==> src/wds_pkg.sv <==
package wds_pkg;
   // Register addresses on the plain register port
   localparam logic [15:0] ADDR_CONFIG = 16'h2007;
   localparam logic [15:0] ADDR_OPTION_LO = 16'h0081;
   localparam logic [15:0] ADDR_OPTION_HI = 16'h0181;
   localparam logic [15:0] ADDR_STATUS = 16'h0003;
   localparam logic [15:0] ADDR_IRQ_CTRL = 16'h000b;
   // Field positions
   localparam int CFG_WDT_EN_BIT = 2;
   localparam int OPT_ASSIGN_BIT = 3;
   localparam int OPT_SEL_LSB = 0;
   localparam int STAT_PD_BIT = 3;
   localparam int STAT_TO_BIT = 4;
   localparam int IRQ_GIE_BIT = 7;
   // Reset values
   localparam logic [7:0] CONFIG_RESET = 8'hff;
   localparam logic [7:0] OPTION_RESET = 8'hff;
   localparam logic GIE_RESET = 1'b0;
   // Interrupt vector address
   localparam logic [15:0] IRQ_VECTOR = 16'h0004;
   // Widths of the counters and the wake source set
   localparam int WDT_BITS = 8;
   localparam int POST_BITS = 7;
   localparam int WAKE_SRCS = 12;
   // Timing counts
   localparam int SYNC_STAGES = 3;

   // Sleep state, Gray coded along awake, asleep, resume
   typedef enum logic [1:0] {
      WDS_AWAKE = 2'b00,
      WDS_ASLEEP = 2'b01,
      WDS_RESUME = 2'b11
   } wds_state_type;

   // Instruction events from the core, one-cycle pulses
   typedef struct packed {
      logic clear_watchdog_instr;
      logic sleep_instr;
      logic instr_done;
   } wds_core_req_type;

   // Answers to the core
   typedef struct packed {
      logic device_reset;
      logic watchdog_reset;
      logic wake;
      logic prefetch;
      logic vector_load;
      logic push_return;
      logic [15:0] vector_addr;
   } wds_core_rsp_type;

   // Register port request
   typedef struct packed {
      logic [15:0] addr;
      logic [7:0] wdata;
      logic wr;
      logic rd;
   } wds_reg_req_type;
endpackage

==> src/wds_watchdog_sleep.sv <==
// Design decision made here: the address-and-strobe port.
`timescale 1ns/100ps
module wds_watchdog_sleep (
   input wire logic i_clk,
   input wire logic i_nrst,
   input wire logic i_wdt_osc,
   input wire logic i_master_clear_pin_n,
   input wire wds_pkg::wds_reg_req_type i_reg,
   output logic [7:0] o_rdata,
   input wire wds_pkg::wds_core_req_type i_core,
   output wds_pkg::wds_core_rsp_type o_core,
   input wire logic [wds_pkg::WAKE_SRCS-1:0] i_irq_flags,
   input wire logic [wds_pkg::WAKE_SRCS-1:0] i_irq_enables,
   output logic o_osc_off,
   output logic o_hold_io
);
   import wds_pkg::*;

   // Reset synchroniser
   logic rst_s1;
   logic rst_n;
   // Pin synchronisers, three stages each
   logic [SYNC_STAGES-1:0] osc_sync;
   logic [SYNC_STAGES-1:0] master_clear_pin_sync;
   logic osc_lvl; // Filtered oscillator level
   logic master_clear_pin_lvl; // Filtered master clear level, low means reset
   // Registers
   logic [7:0] config_word; // Device configuration word
   logic [7:0] option_ctrl; // Option control
   logic timeout_flag;
   logic powerdown_flag;
   logic global_irq_enable;
   // Watchdog counters
   logic [WDT_BITS-1:0] wdt_cnt;
   logic [POST_BITS-1:0] post_cnt;
   wds_state_type state;
   wds_state_type next_state;
   // Answer flip-flops
   logic device_reset;
   logic watchdog_reset;
   logic wake;
   logic prefetch;
   logic vector_load;
   logic [7:0] rdata;

   // Asynchronous assert, clocked release
   always_ff @(posedge i_clk or negedge i_nrst) begin
      if (!i_nrst) begin
         rst_s1 <= 1'b0;
         rst_n <= 1'b0;
      end else begin
         rst_s1 <= 1'b1;
         rst_n <= rst_s1;
      end
   end

   // Pin sampling; first stage only feeds the second
   always_ff @(posedge i_clk or negedge rst_n) begin
      if (!rst_n) begin
         osc_sync <= '0;
         master_clear_pin_sync <= '1;
         osc_lvl <= 1'b0;
         master_clear_pin_lvl <= 1'b1;
      end else begin
         osc_sync <= {osc_sync[SYNC_STAGES-2:0], i_wdt_osc};
         master_clear_pin_sync <= {master_clear_pin_sync[SYNC_STAGES-2:0], i_master_clear_pin_n};
         // Level changes only when stages two and three agree
         if (osc_sync[1] == osc_sync[2]) begin
            osc_lvl <= osc_sync[2];
         end
         if (master_clear_pin_sync[1] == master_clear_pin_sync[2]) begin
            master_clear_pin_lvl <= master_clear_pin_sync[2];
         end
      end
   end

   // Decoding and selection
   wire osc_edge = osc_sync[1] & osc_sync[2] & ~osc_lvl;
   wire master_clear_pin_fall = ~master_clear_pin_sync[1] & ~master_clear_pin_sync[2] & master_clear_pin_lvl;
   wire wdt_enabled = config_word[CFG_WDT_EN_BIT];
   wire post_to_wdt = option_ctrl[OPT_ASSIGN_BIT];
   wire [2:0] post_sel = option_ctrl[OPT_SEL_LSB +: 3];
   wire [POST_BITS-1:0] post_last = POST_BITS'((8'h01 << post_sel) - 8'h01);
   wire wdt_wrap = osc_edge & (&wdt_cnt);
   wire post_done = post_to_wdt ? (post_cnt == post_last) : 1'b1;
   wire time_out = wdt_enabled & wdt_wrap & post_done;
   wire [WAKE_SRCS-1:0] irq_armed = i_irq_flags & i_irq_enables;
   wire irq_pending = |irq_armed;
   wire is_awake = (state == WDS_AWAKE);
   wire is_asleep = (state == WDS_ASLEEP);
   wire sleep_go = is_awake & i_core.sleep_instr & ~irq_pending;
   wire sleep_nop = is_awake & i_core.sleep_instr & irq_pending;
   wire wdt_clear = (is_awake & i_core.clear_watchdog_instr) | sleep_go;
   wire wake_irq = is_asleep & irq_pending;
   wire wake_wdt = is_asleep & time_out;
   wire reset_wdt = is_awake & time_out & ~wdt_clear;
   wire reset_master_clear_pin = master_clear_pin_fall;
   wire take_vector = (state == WDS_RESUME) & i_core.instr_done & global_irq_enable;
   wire wr_option = i_reg.wr & ((i_reg.addr == ADDR_OPTION_LO) | (i_reg.addr == ADDR_OPTION_HI));
   wire wr_config = i_reg.wr & (i_reg.addr == ADDR_CONFIG);
   wire wr_irq = i_reg.wr & (i_reg.addr == ADDR_IRQ_CTRL);
   // Flags widened to a byte before they are shifted into place
   wire [7:0] status_view = (8'(timeout_flag) << STAT_TO_BIT) | (8'(powerdown_flag) << STAT_PD_BIT);
   wire [7:0] irq_view = 8'(global_irq_enable) << IRQ_GIE_BIT;
   wire [7:0] read_mux;

   // Read selection; unmapped addresses read zero
   assign read_mux = (i_reg.addr == ADDR_CONFIG) ? config_word :
                     ((i_reg.addr == ADDR_OPTION_LO) | (i_reg.addr == ADDR_OPTION_HI)) ?
                     option_ctrl :
                     (i_reg.addr == ADDR_STATUS) ? status_view :
                     (i_reg.addr == ADDR_IRQ_CTRL) ? irq_view : 8'h00;

   // Next state of the sleep sequencer
   always_comb begin
      next_state = state;
      case (state)
         WDS_AWAKE: begin
            if (sleep_go) begin
               next_state = WDS_ASLEEP;
            end
         end
         WDS_ASLEEP: begin
            if (reset_master_clear_pin) begin
               next_state = WDS_AWAKE;
            end else if (wake_irq) begin
               next_state = WDS_RESUME;
            end else if (wake_wdt) begin
               next_state = WDS_RESUME;
            end
         end
         WDS_RESUME: begin
            // Wait for the prefetched instruction to retire
            if (i_core.instr_done | reset_master_clear_pin) begin
               next_state = WDS_AWAKE;
            end
         end
         default: begin
            next_state = WDS_AWAKE;
         end
      endcase
   end

   // Sequencer state
   always_ff @(posedge i_clk or negedge rst_n) begin
      if (!rst_n) begin
         state <= WDS_AWAKE;
      end else begin
         state <= next_state;
      end
   end

   // Watchdog counter and postscaler on oscillator ticks
   always_ff @(posedge i_clk or negedge rst_n) begin
      if (!rst_n) begin
         wdt_cnt <= '0;
         post_cnt <= '0;
      end else if (wdt_clear | ~wdt_enabled | time_out) begin
         wdt_cnt <= '0;
         post_cnt <= '0;
      end else if (osc_edge) begin
         wdt_cnt <= wdt_cnt + 1'b1;
         if (wdt_wrap & post_to_wdt) begin
            post_cnt <= post_cnt + 1'b1;
         end
      end
   end

   // Software registers; the assignment bit moves only by a write
   always_ff @(posedge i_clk or negedge rst_n) begin
      if (!rst_n) begin
         config_word <= CONFIG_RESET;
         option_ctrl <= OPTION_RESET;
      end else begin
         if (wr_config) begin
            config_word <= i_reg.wdata;
         end
         if (wr_option) begin
            option_ctrl <= i_reg.wdata;
         end
      end
   end

   // Global interrupt enable; servicing clears it
   always_ff @(posedge i_clk or negedge rst_n) begin
      if (!rst_n) begin
         global_irq_enable <= GIE_RESET;
      end else if (take_vector) begin
         global_irq_enable <= 1'b0;
      end else if (wr_irq) begin
         global_irq_enable <= i_reg.wdata[IRQ_GIE_BIT];
      end
   end

   // Status flags; set at power-up
   always_ff @(posedge i_clk or negedge rst_n) begin
      if (!rst_n) begin
         timeout_flag <= 1'b1;
         powerdown_flag <= 1'b1;
      end else begin
         if (time_out & ~wdt_clear) begin
            timeout_flag <= 1'b0;
         end else if (sleep_go) begin
            timeout_flag <= 1'b1;
         end else if (is_awake & i_core.clear_watchdog_instr) begin
            timeout_flag <= 1'b1;
         end
         if (sleep_go) begin
            powerdown_flag <= 1'b0;
         end else if (is_awake & i_core.clear_watchdog_instr) begin
            powerdown_flag <= 1'b1;
         end
      end
   end

   // Answer pulses to the core
   always_ff @(posedge i_clk or negedge rst_n) begin
      if (!rst_n) begin
         device_reset <= 1'b0;
         watchdog_reset <= 1'b0;
         wake <= 1'b0;
         prefetch <= 1'b0;
         vector_load <= 1'b0;
      end else begin
         device_reset <= reset_wdt | reset_master_clear_pin;
         watchdog_reset <= reset_wdt;
         wake <= (wake_irq | wake_wdt) & ~reset_master_clear_pin;
         prefetch <= sleep_go | sleep_nop;
         vector_load <= take_vector;
      end
   end

   // Registered read data, valid the cycle after the strobe
   always_ff @(posedge i_clk or negedge rst_n) begin
      if (!rst_n) begin
         rdata <= 8'h00;
      end else if (i_reg.rd) begin
         rdata <= read_mux;
      end else begin
         rdata <= 8'h00;
      end
   end

   // Output assembly
   assign o_rdata = rdata;
   assign o_core.device_reset = device_reset;
   assign o_core.watchdog_reset = watchdog_reset;
   assign o_core.wake = wake;
   assign o_core.prefetch = prefetch;
   assign o_core.vector_load = vector_load;
   assign o_core.push_return = vector_load;
   assign o_core.vector_addr = IRQ_VECTOR;
   assign o_osc_off = is_asleep;
   assign o_hold_io = is_asleep;
endmodule // wds_watchdog_sleep

==> config.mk <==
export PLATFORM = sky130hd
export DESIGN_NAME = wds_watchdog_sleep
export DESIGN_NICKNAME = d
export VERILOG_FILES = /design/src/wds_pkg.sv /design/src/wds_watchdog_sleep.sv
export SDC_FILE = /design/constraint.sdc
export NUM_CORES = 1
export LEC_CHECK = 0
export BUFFER_PORTS_ARGS = -buffer_cell sky130_fd_sc_hd__buf_2
export CORE_AREA = 10 10 148 95
export CTS_CLUSTER_DIAMETER = 50
export CTS_CLUSTER_SIZE = 20
export DETAILED_ROUTE_END_ITERATION = 7
export DIE_AREA = 0 0 158 105
export PLACE_DENSITY = 0.55
export SETUP_SLACK_MARGIN = 0.5
export SYNTH_ARGS = -nofsm -noshare
export SYNTH_HDL_FRONTEND = slang
export SYNTH_SLANG_ARGS = --single-unit
==> constraint.sdc <==
create_clock -name i_clk -period 1.85 [get_ports i_clk]
set_input_delay 0.0925 -clock i_clk [delete_from_list [all_inputs] [get_ports i_clk]]
set_output_delay 0.0925 -clock i_clk [all_outputs]
set_load 0.005 [all_outputs]
[Word level (Yosys, flattened, before mapping)]
Cells that the tools add are included.
Cells by class
  $add $sub $neg: 3
  eq/ne operators: 13
  shifts and indexed selects: 1
  mux-type cells: 23
  bitwise logic cells: 40
  reductions and logical operators: 10
Operators by type and width (number)
  two-way mux 8 bit: 7
  bitwise AND 1 bit: 23
  two-way mux 7 bit: 3
  equality test 16 x 14 -> 1 bit, second input constant: 1
  equality test 16 x 2 -> 1 bit, second input constant: 1
  equality test 16 x 4 -> 1 bit, second input constant: 1
  equality test 16 x 8 -> 1 bit, second input constant: 1
  equality test 16 x 9 -> 1 bit, second input constant: 1
  bitwise AND 12 bit: 1
  OR reduction 12 bit: 1
  two-way mux 2 bit: 5
  adder 8 x 1 -> 8 bit, second input constant: 1
  bitwise OR 1 bit: 8
  AND reduction 8 bit: 1
  nonzero test 2 bit: 4
  adder 7 x 1 -> 7 bit, second input constant: 1
  equality test 7 bit: 1
  two-way mux 1 bit: 7
  inverter 1 bit: 7
  left shift 1 x 3 -> 7 bit, first input constant: 1
  subtractor 7 x 1 -> 7 bit, second input constant: 1
  one-hot mux 2 bit (3 select lines): 1
  bitwise OR 5 x 4 -> 5 bit: 1
  != test 2 x 1 -> 1 bit, second input constant: 2
  8 further kinds: 9
Word-level totals
  flip-flop bits (word level): 59
  input bits: 57
  output and inout bits: 32
  logic and storage cells: 110

[Depth between registers and ports, before layout]
Gate-level depths: netlist (run 1).
  depth after elaboration: 10
  depth in mapped cells: 8
  depth with buffers taken out: 7

[Worst setup path before layout (run 1)]
Ideal clock, no wire load.
  path kind: reg2reg
  start point: register option_ctrl[0]
  end point: register timeout_flag
  library setup time: 77 ps
  arrival time: 2015 ps
  required time: 1773 ps
  setup slack: -243 ps
  stages on the path, launching flop included: 8
  period minus slack after synthesis: 2093 ps
  cells stage by stage: dfstp_2 > clkbuf_1 > nand2b_1 > a21oi_1 > o41ai_1 > a41oi_1 > or3b_2 > a21bo_2
On the way
  cells in the longest elaborated chain, start to end: 7
  elaborated cells between the ends (all ways): 8
  classes of those cells: 1 x add/sub; 1 x eq/ne; 1 x shift; 2 x mux; 2 x bitwise; 1 x reduce/logical
Ends and longest elaborated chain
  start, declared: RTL line wds_watchdog_sleep.sv:29  | logic [7:0] option_ctrl;
  start signal, assigned: RTL line wds_watchdog_sleep.sv:179  | option_ctrl <= i_reg.wdata;
  left shift 1 x 3 -> 7 bit *: RTL line wds_watchdog_sleep.sv:83  | wire [POST_BITS-1:0] post_last = POST_BITS'((8'h01 << post_sel) - 8'h01);
  subtractor 7 x 1 -> 7 bit *: RTL line wds_watchdog_sleep.sv:83
  equality test 7 bit *: RTL line wds_watchdog_sleep.sv:85  | wire post_done = post_to_wdt ? (post_cnt == post_last) : 1'b1;
  two-way mux 1 bit *: RTL line wds_watchdog_sleep.sv:85
  bitwise AND 1 bit *: RTL line wds_watchdog_sleep.sv:86  | wire time_out = wdt_enabled & wdt_wrap & post_done;
  bitwise AND 1 bit *: RTL line wds_watchdog_sleep.sv:201  | if (time_out & ~wdt_clear) begin
  nonzero test 3 bit (no source line) / two-way mux 1 bit (equally long branches)
  end signal, assigned: RTL line wds_watchdog_sleep.sv:202  | timeout_flag <= 1'b0;
  end signal, assigned: RTL line wds_watchdog_sleep.sv:204  | timeout_flag <= 1'b1;
  end signal, assigned: RTL line wds_watchdog_sleep.sv:206  | timeout_flag <= 1'b1;
  end, declared: RTL line wds_watchdog_sleep.sv:30  | logic timeout_flag;
Mark *: on every way between the ends. The rest lies on a longest branch, timed or not.
A chain may end at the register's enable or synchronous reset.

[Worst setup path in the final report (run 1)]
  start point: register option_ctrl[1]
  end point: register timeout_flag
The elaborated chain is that of the path after synthesis.

==> impl_metrics.toml, run 1 <==
[timing]
setup_violations = 5
post-route-period-util = 1.05
hold_viol_final = 0
pins_over_slew_limit = 0
fin_setup_tns_ns = -0.286
unrepaired_setup_endpoints_after_global_routing = "yes"
max_clock_freq_mhz = 513
period_needed_ns = 1.95
timing.final.ws_setup_ns = -0.0979
finalClockSkew_ns = 0.00737

[pwr]
powerDensity_nw_per_um2 = 818
p_total_mw = 3.29
peakVddDrop_v = 0.000471
power_leakage_nw = 1.82

[synthesis]
ys.warnings.count = 0
share_of_flip_flops_with_an_asynchronous_set_or_reset = 1.00
syn_inst = 254
post_synthesis_cell_area_um2 = 2910
synth_top_cells_by_count = "dfrtp_1 (37), nor2_1 (24), buf_4 (23)"
ys_types = 47
seq_area_frac_synth = 0.518
synth_area_leaders = "dfrtp_1 (32%), dfstp_2 (20%), buf_4 (5.9%)"
syn-mean-instance-area_um2 = 11.4
postSynth.topFlopCell = "dfrtp_1"
ys_ff_latch = 59
synth.top_cell.area_share = 0.319
synth_most_common_cell = "dfrtp_1"
synth_enable_flop_cells = 0
post_synthesis_cell_type_with_the_largest_combined_area = "dfrtp_1"

[global_routing]
globalRoute.totalOverflow = 0
grt_antenna_before_repair = 0
grt_pass1_vias = 2420
first_pass_grt_wire_length_um = 12300
grt_start_max_net_pins = 40
grtUsageTotal = 0.0934

[placed_design]
placed_cells = 473
gp_congestion = 0.822
numPortBuffers = 72
placed_cell_area_um2 = 3460
post-dp-hpwl_um = 5540

[cts]
clock_path_buffers = 2
numClockSinks = 59
cts_tree = "done"
clkSlewWorstSetupHoldPaths_ns = 0.05
root_buffer = "clkbuf_16"
clock_latency_ns = 0.33
cts-htree-levels = 3
cts_made_buffers = 9

[route]
drt_first_pass_iters = 4
initialDrtViolationCount = 104
detail-route-antenna-nets = 0
routed_length_per_instance_um = 15.0
drc_errors = 0
via_count = 2198
via_per_inst = 4.40
routed_wirelength_um = 7520

[critical_path]
cp_data_arrival_time_ns = 2.20
r2r_end = "timeout_flag$_DFFE_PN1P_"
crit_fanout = 6
timing_worst_setup_path_type = "reg -> reg"
reg2reg_slack_ns = -0.1
crit_path_end_kind = "flip-flop"
worstSetupStartpointType = "flip-flop"
regToRegStartpoint = "option_ctrl[1]$_DFFE_PN1P_"
critPathRequiredTime_ns = 2.10
worstRegToRegCells = 6

[floorplan]
floorplan.die.width_um = 158
start_util = 0.259
rows = 30
fp.dieH_um = 105
ioPinCount = 89
die_area_um2 = 16600
core_area_um2 = 11200

[final_layout]
finish.net_count = 412
post_route_cells_drive_above_1_share = 0.520
layout.cell_area.non_filler_um2 = 4030
area_delta_synth_final_pct = 38.5
diodes = 0
instances_no_fill = 500
util_after_layout = 0.359

[outcome]
violations = "setup timing"
outcome = "complete, but fails checks"

[hold_path]
worst_hold_startpoint = "i_reg[6]"
hold_path_depth = 2
hold-path-endpoint = "option_ctrl[4]$_DFFE_PN1P_"
hold_class = "in -> reg"

[flow_run]
cap_viol_max_count = 0
registers in the layout, indices dropped and copies added (netlist names):
signal,cells
post_cnt,7
master_clear_pin_lvl,1
watchdog_reset,1
vector_load,1
rst_n,1
rst_s1,1
timeout_flag,1
state,2
osc_lvl,1
global_irq_enable,1
prefetch,1
osc_sync,3
config_word,8
master_clear_pin_sync,3
device_reset,1
o_rdata,8
wdt_cnt,8
wake,1
option_ctrl,8
powerdown_flag,1
worst max-delay path, stage by stage, from the launching register on:
cell and delay (ns):
dfstp_2 0.59, buf_4 0.14, a21oi_2 0.03, o41ai_2 0.24
a41oi_2 0.20, or3b_4 0.47, a21bo_2 0.21
stage by stage:
| step | setup WS [ns] | hold WS (ns) |
|---|---|---|
| 2_1_floorplan | -0.0180 | -0.203 |
| 3_3_place_gp | -0.0286 | -0.121 |
| 3_5_place_dp | -0.0644 | -0.120 |
| 4_1_cts | -0.0402 | 0.00213 |
| 5_1_grt | -0.168 | 0.00900 |
| 6_report | -0.0979 | 0.0184 |
cells by family (layout without fill, tap and decap cells):
logic type               after synthesis  count (layout)  synth area share
AO/OA/AOI/OAI                         38              38            0.0991
adder cells (fa/ha/maj)                5               5            0.0207
other                                  2              17           0.00258
XOR/XNOR                              13              13            0.0392
flip-flops                            59              59             0.518
AND/OR/NAND/NOR                       85              85             0.170
buffers and inverters                 35             122            0.0749
multiplexers                          17              17            0.0762
layout by cell type, fill, tap and decap left out, drive strengths merged, types with 5 or more instances in the layout:
cell type	n
conb	17
xnor2	8
a21oi	5
nor3	6
nand2	16
dfrtp	37
nor2b	11
mux2	17
dfstp	22
buf	94
nor2	24
a22oi	6
inv	8
xor2	5
nand4	6
clkbuf	12
how the worst max path moves through the flow:
stage,start,end,slack (ns),cells past startpoint
2_1_floorplan,option_ctrl[0]$_DFFE_PN1P_,timeout_flag$_DFFE_PN1P_,-0.02,7
3_3_place_gp,i_reg[19],option_ctrl[0]$_DFFE_PN1P_,-0.03,7
3_5_place_dp,option_ctrl[0]$_DFFE_PN1P_,wake$_DFF_PN0_,-0.06,6
4_1_cts,option_ctrl[0]$_DFFE_PN1P_,timeout_flag$_DFFE_PN1P_,-0.04,6
5_1_grt,option_ctrl[1]$_DFFE_PN1P_,wake$_DFF_PN0_,-0.17,6
6_report,option_ctrl[1]$_DFFE_PN1P_,timeout_flag$_DFFE_PN1P_,-0.1,6
metal layers:
metal / global-route usage / part of all wire
met5: 0 / 0
met3: 0.0471 / 0.085
met4: 0.0296 / 0.0084
met2: 0.128 / 0.43
met1: 0.124 / 0.47
report_power, final:
group | switching (mW) | internal [mW]
Clock | 0.577 | 1.11
Sequential | 0.0277 | 1.33
Combinational | 0.123 | 0.120
timing repair:
action | CTS | global route
hold endpoints to repair | 5 | 0
setup buffers | 4 | 3
endpoints found under the setup margin | 43 | 44
gates resized for setup | 22 | 14
hold buffers | 4 | 0
pin swaps | 7 | 7
layout make-up:
class	count	area, um2
Timing Repair Buffer	98	614
Multi-Input combinational cell	175	1390
Sequential cell	59	1510
Tap cell	144	180
Clock inverter	4	48.8
Clock buffer	12	256
Inverter	8	30.0
Fill cell	1092	7200
Note: power is estimated with default switching activity, not from simulation.
==> run 2: changes to the inputs <==
Settings changed: CELL_PAD_IN_SITES_DETAIL_PLACEMENT from default to 0, CELL_PAD_IN_SITES_GLOBAL_PLACEMENT from default to 1, PLACE_DENSITY 0.55 to 0.66.
==> impl_metrics.toml, run 2 (synthesized netlist as in run 1, its figures left out) <==
[route]
routed.top_layer = "met4"
via_per_inst = 4.34
drt_first_pass_iters = 4
detailroute.wirelength.met2_um = 3110
routed_length_per_instance_um = 14.8
drt-met1-wl_um = 3590
detail-route-antenna-nets = 0
initialDrtViolationCount = 131
via_count = 2162
route.met3.wl_um = 581
drc_errors = 0
routed_wirelength_um = 7360

[cts]
root_buffer = "clkbuf_16"
clock_path_buffers = 2
cts_made_buffers = 9
numClockSinks = 59
clock_latency_ns = 0.32
cts_tree = "done"
cts-htree-levels = 3
clkSlewWorstSetupHoldPaths_ns = 0.05

[placed_design]
post-dp-hpwl_um = 5670
placed_cells = 473
gp_congestion = 0.781
numPortBuffers = 72

[floorplan]
floorplan.die.width_um = 158
rows = 30
ioPinCount = 89
start_util = 0.259
die_area_um2 = 16600
fp.dieH_um = 105
core_area_um2 = 11200

[timing]
unrepaired_setup_endpoints_after_global_routing = "yes"
max_clock_freq_mhz = 538
pins_over_slew_limit = 0
hold_viol_final = 0
setup_violations = 1
post-route-period-util = 1.01
finalClockSkew_ns = 0.00474
period_needed_ns = 1.86
timing.final.ws_setup_ns = -0.00991

[critical_path]
worst_path_max_delay_cell = "dfstp_2"
path_cells = "nand2b_1 > o2111ai_1 > o41ai_2 > a41oi_2 > or3b_4 > a21bo_2"
worstSetupStartpointType = "flip-flop"
critPathRequiredTime_ns = 2.11
cp_num_buf_inv = 0
cell_family_with_most_cp_delay = "flip-flops"
cp_data_arrival_time_ns = 2.12
crit_cells = 6
crit_path_end_kind = "flip-flop"
worstRegToRegCells = 6
worst_path_largest_cell_delay_ns = 0.62
timing_worst_setup_path_type = "reg -> reg"
crit_fanout = 7

[global_routing]
grt_pass1_vias = 2403
grt_antenna_before_repair = 0
first_pass_grt_wire_length_um = 12100
grt_start_max_net_pins = 40
globalRoute.totalOverflow = 0
grtUsageTotal = 0.0923

[final_layout]
finish.net_count = 410
number_of_fill_cells = 1118
diodes = 0
instances_no_fill = 498
area_delta_synth_final_pct = 39.0
mostFrequentLayoutCell = "buf_2"
post_route_cells_drive_above_1_share = 0.511
commonest_cells_after_routing_fill_and_taps_aside = "buf_2 (68), dfrtp_1 (36), nor2_1 (22), dfstp_2 (22), conb_1 (17)"

[pwr]
powerDensity_nw_per_um2 = 844
power_leakage_nw = 1.82
peakVddDrop_v = 0.000385
p_total_mw = 3.41

[hold_path]
hold_path_depth = 2
hold_class = "in -> reg"

[flow_run]
cap_viol_max_count = 0

[outcome]
outcome = "complete, but fails checks"
violations = "setup timing"
-- run 2: cell count changes in the layout (fill, tap and decap cells not counted), sizes merged --
| cell | previous run | this run |
|---|---|---|
| dlygate4sd3 | 4 | 3 |
| clkinv | 3 | 1 |
| bufinv | 1 | 2 |
| buf | 94 | 93 |
| clkinvlp | 0 | 1 |
-- run 2: final cells by class --
type | instances | area (um2) | share of cell area
Clock inverter | 4 | 72.6 | 0.0180
Sequential cell | 59 | 1510 | 0.373
Timing Repair Buffer | 96 | 613 | 0.152
Multi-Input combinational cell | 175 | 1380 | 0.342
Clock buffer | 12 | 256 | 0.0635
Inverter | 8 | 30.0 | 0.00744
Tap cell | 144 | 180 | 0.0446
-- run 2: final timing paths --
path                                       startpoint                          to  slack (ns)
setup / recovery           option_ctrl[1]$_DFFE_PN1P_    timeout_flag$_DFFE_PN1P_       -0.01
hold reg to reg                       rst_n$_DFF_PN0_       osc_sync[0]$_DFF_PN0_        0.21
max in group asynchronous             rst_n$_DFF_PN0_  config_word[2]$_DFFE_PN1P_        1.02
setup reg to reg           option_ctrl[1]$_DFFE_PN1P_    timeout_flag$_DFFE_PN1P_       -0.01
hold / removal                               i_reg[7]  option_ctrl[5]$_DFFE_PN1P_        0.02
min in group asynchronous                      i_nrst            rst_s1$_DFF_PN0_        0.08
-- run 2: stage by stage --
step	util	cell area, um2	setup slack, ns	TNS, ns	hold WS, ns
2_1_floorplan	-	3000	-0.0180	-0.165	-0.203
3_3_place_gp	0.308	3460	-0.0197	-0.101	-0.120
3_5_place_dp	0.308	3460	-0.0927	-0.612	-0.119
4_1_cts	0.353	3970	-0.0233	-0.0413	0.00507
5_1_grt	0.360	4040	-0.0878	-0.625	0.00614
6_report	0.360	4040	-0.00991	-0.00991	0.0174
-- run 2: routing by layer --
metal / global-route usage / vias to the layer above
met3: 0.0459 / 9
met4: 0.0296 / 0
met1: 0.122 / 1038
met5: 0 / -
met2: 0.128 / 67
li1: - / 1048
-- run 2: report_power, final --
part / internal (mW) / switching (mW) / leakage [nW]
Combinational: 0.115 / 0.120 / 0.939
Clock: 1.25 / 0.558 / 0.159
Sequential: 1.33 / 0.0320 / 0.727
Total: 2.70 / 0.710 / 1.82
-- run 2: repair_timing --
item / in CTS / in global routing
hold buffers: 3 / 0
setup buffers: 4 / 2
hold endpoints to repair: 4 / 0
pin swaps: 6 / 3
gates resized for setup: 24 / 10
setup endpoints to repair: 44 / 44
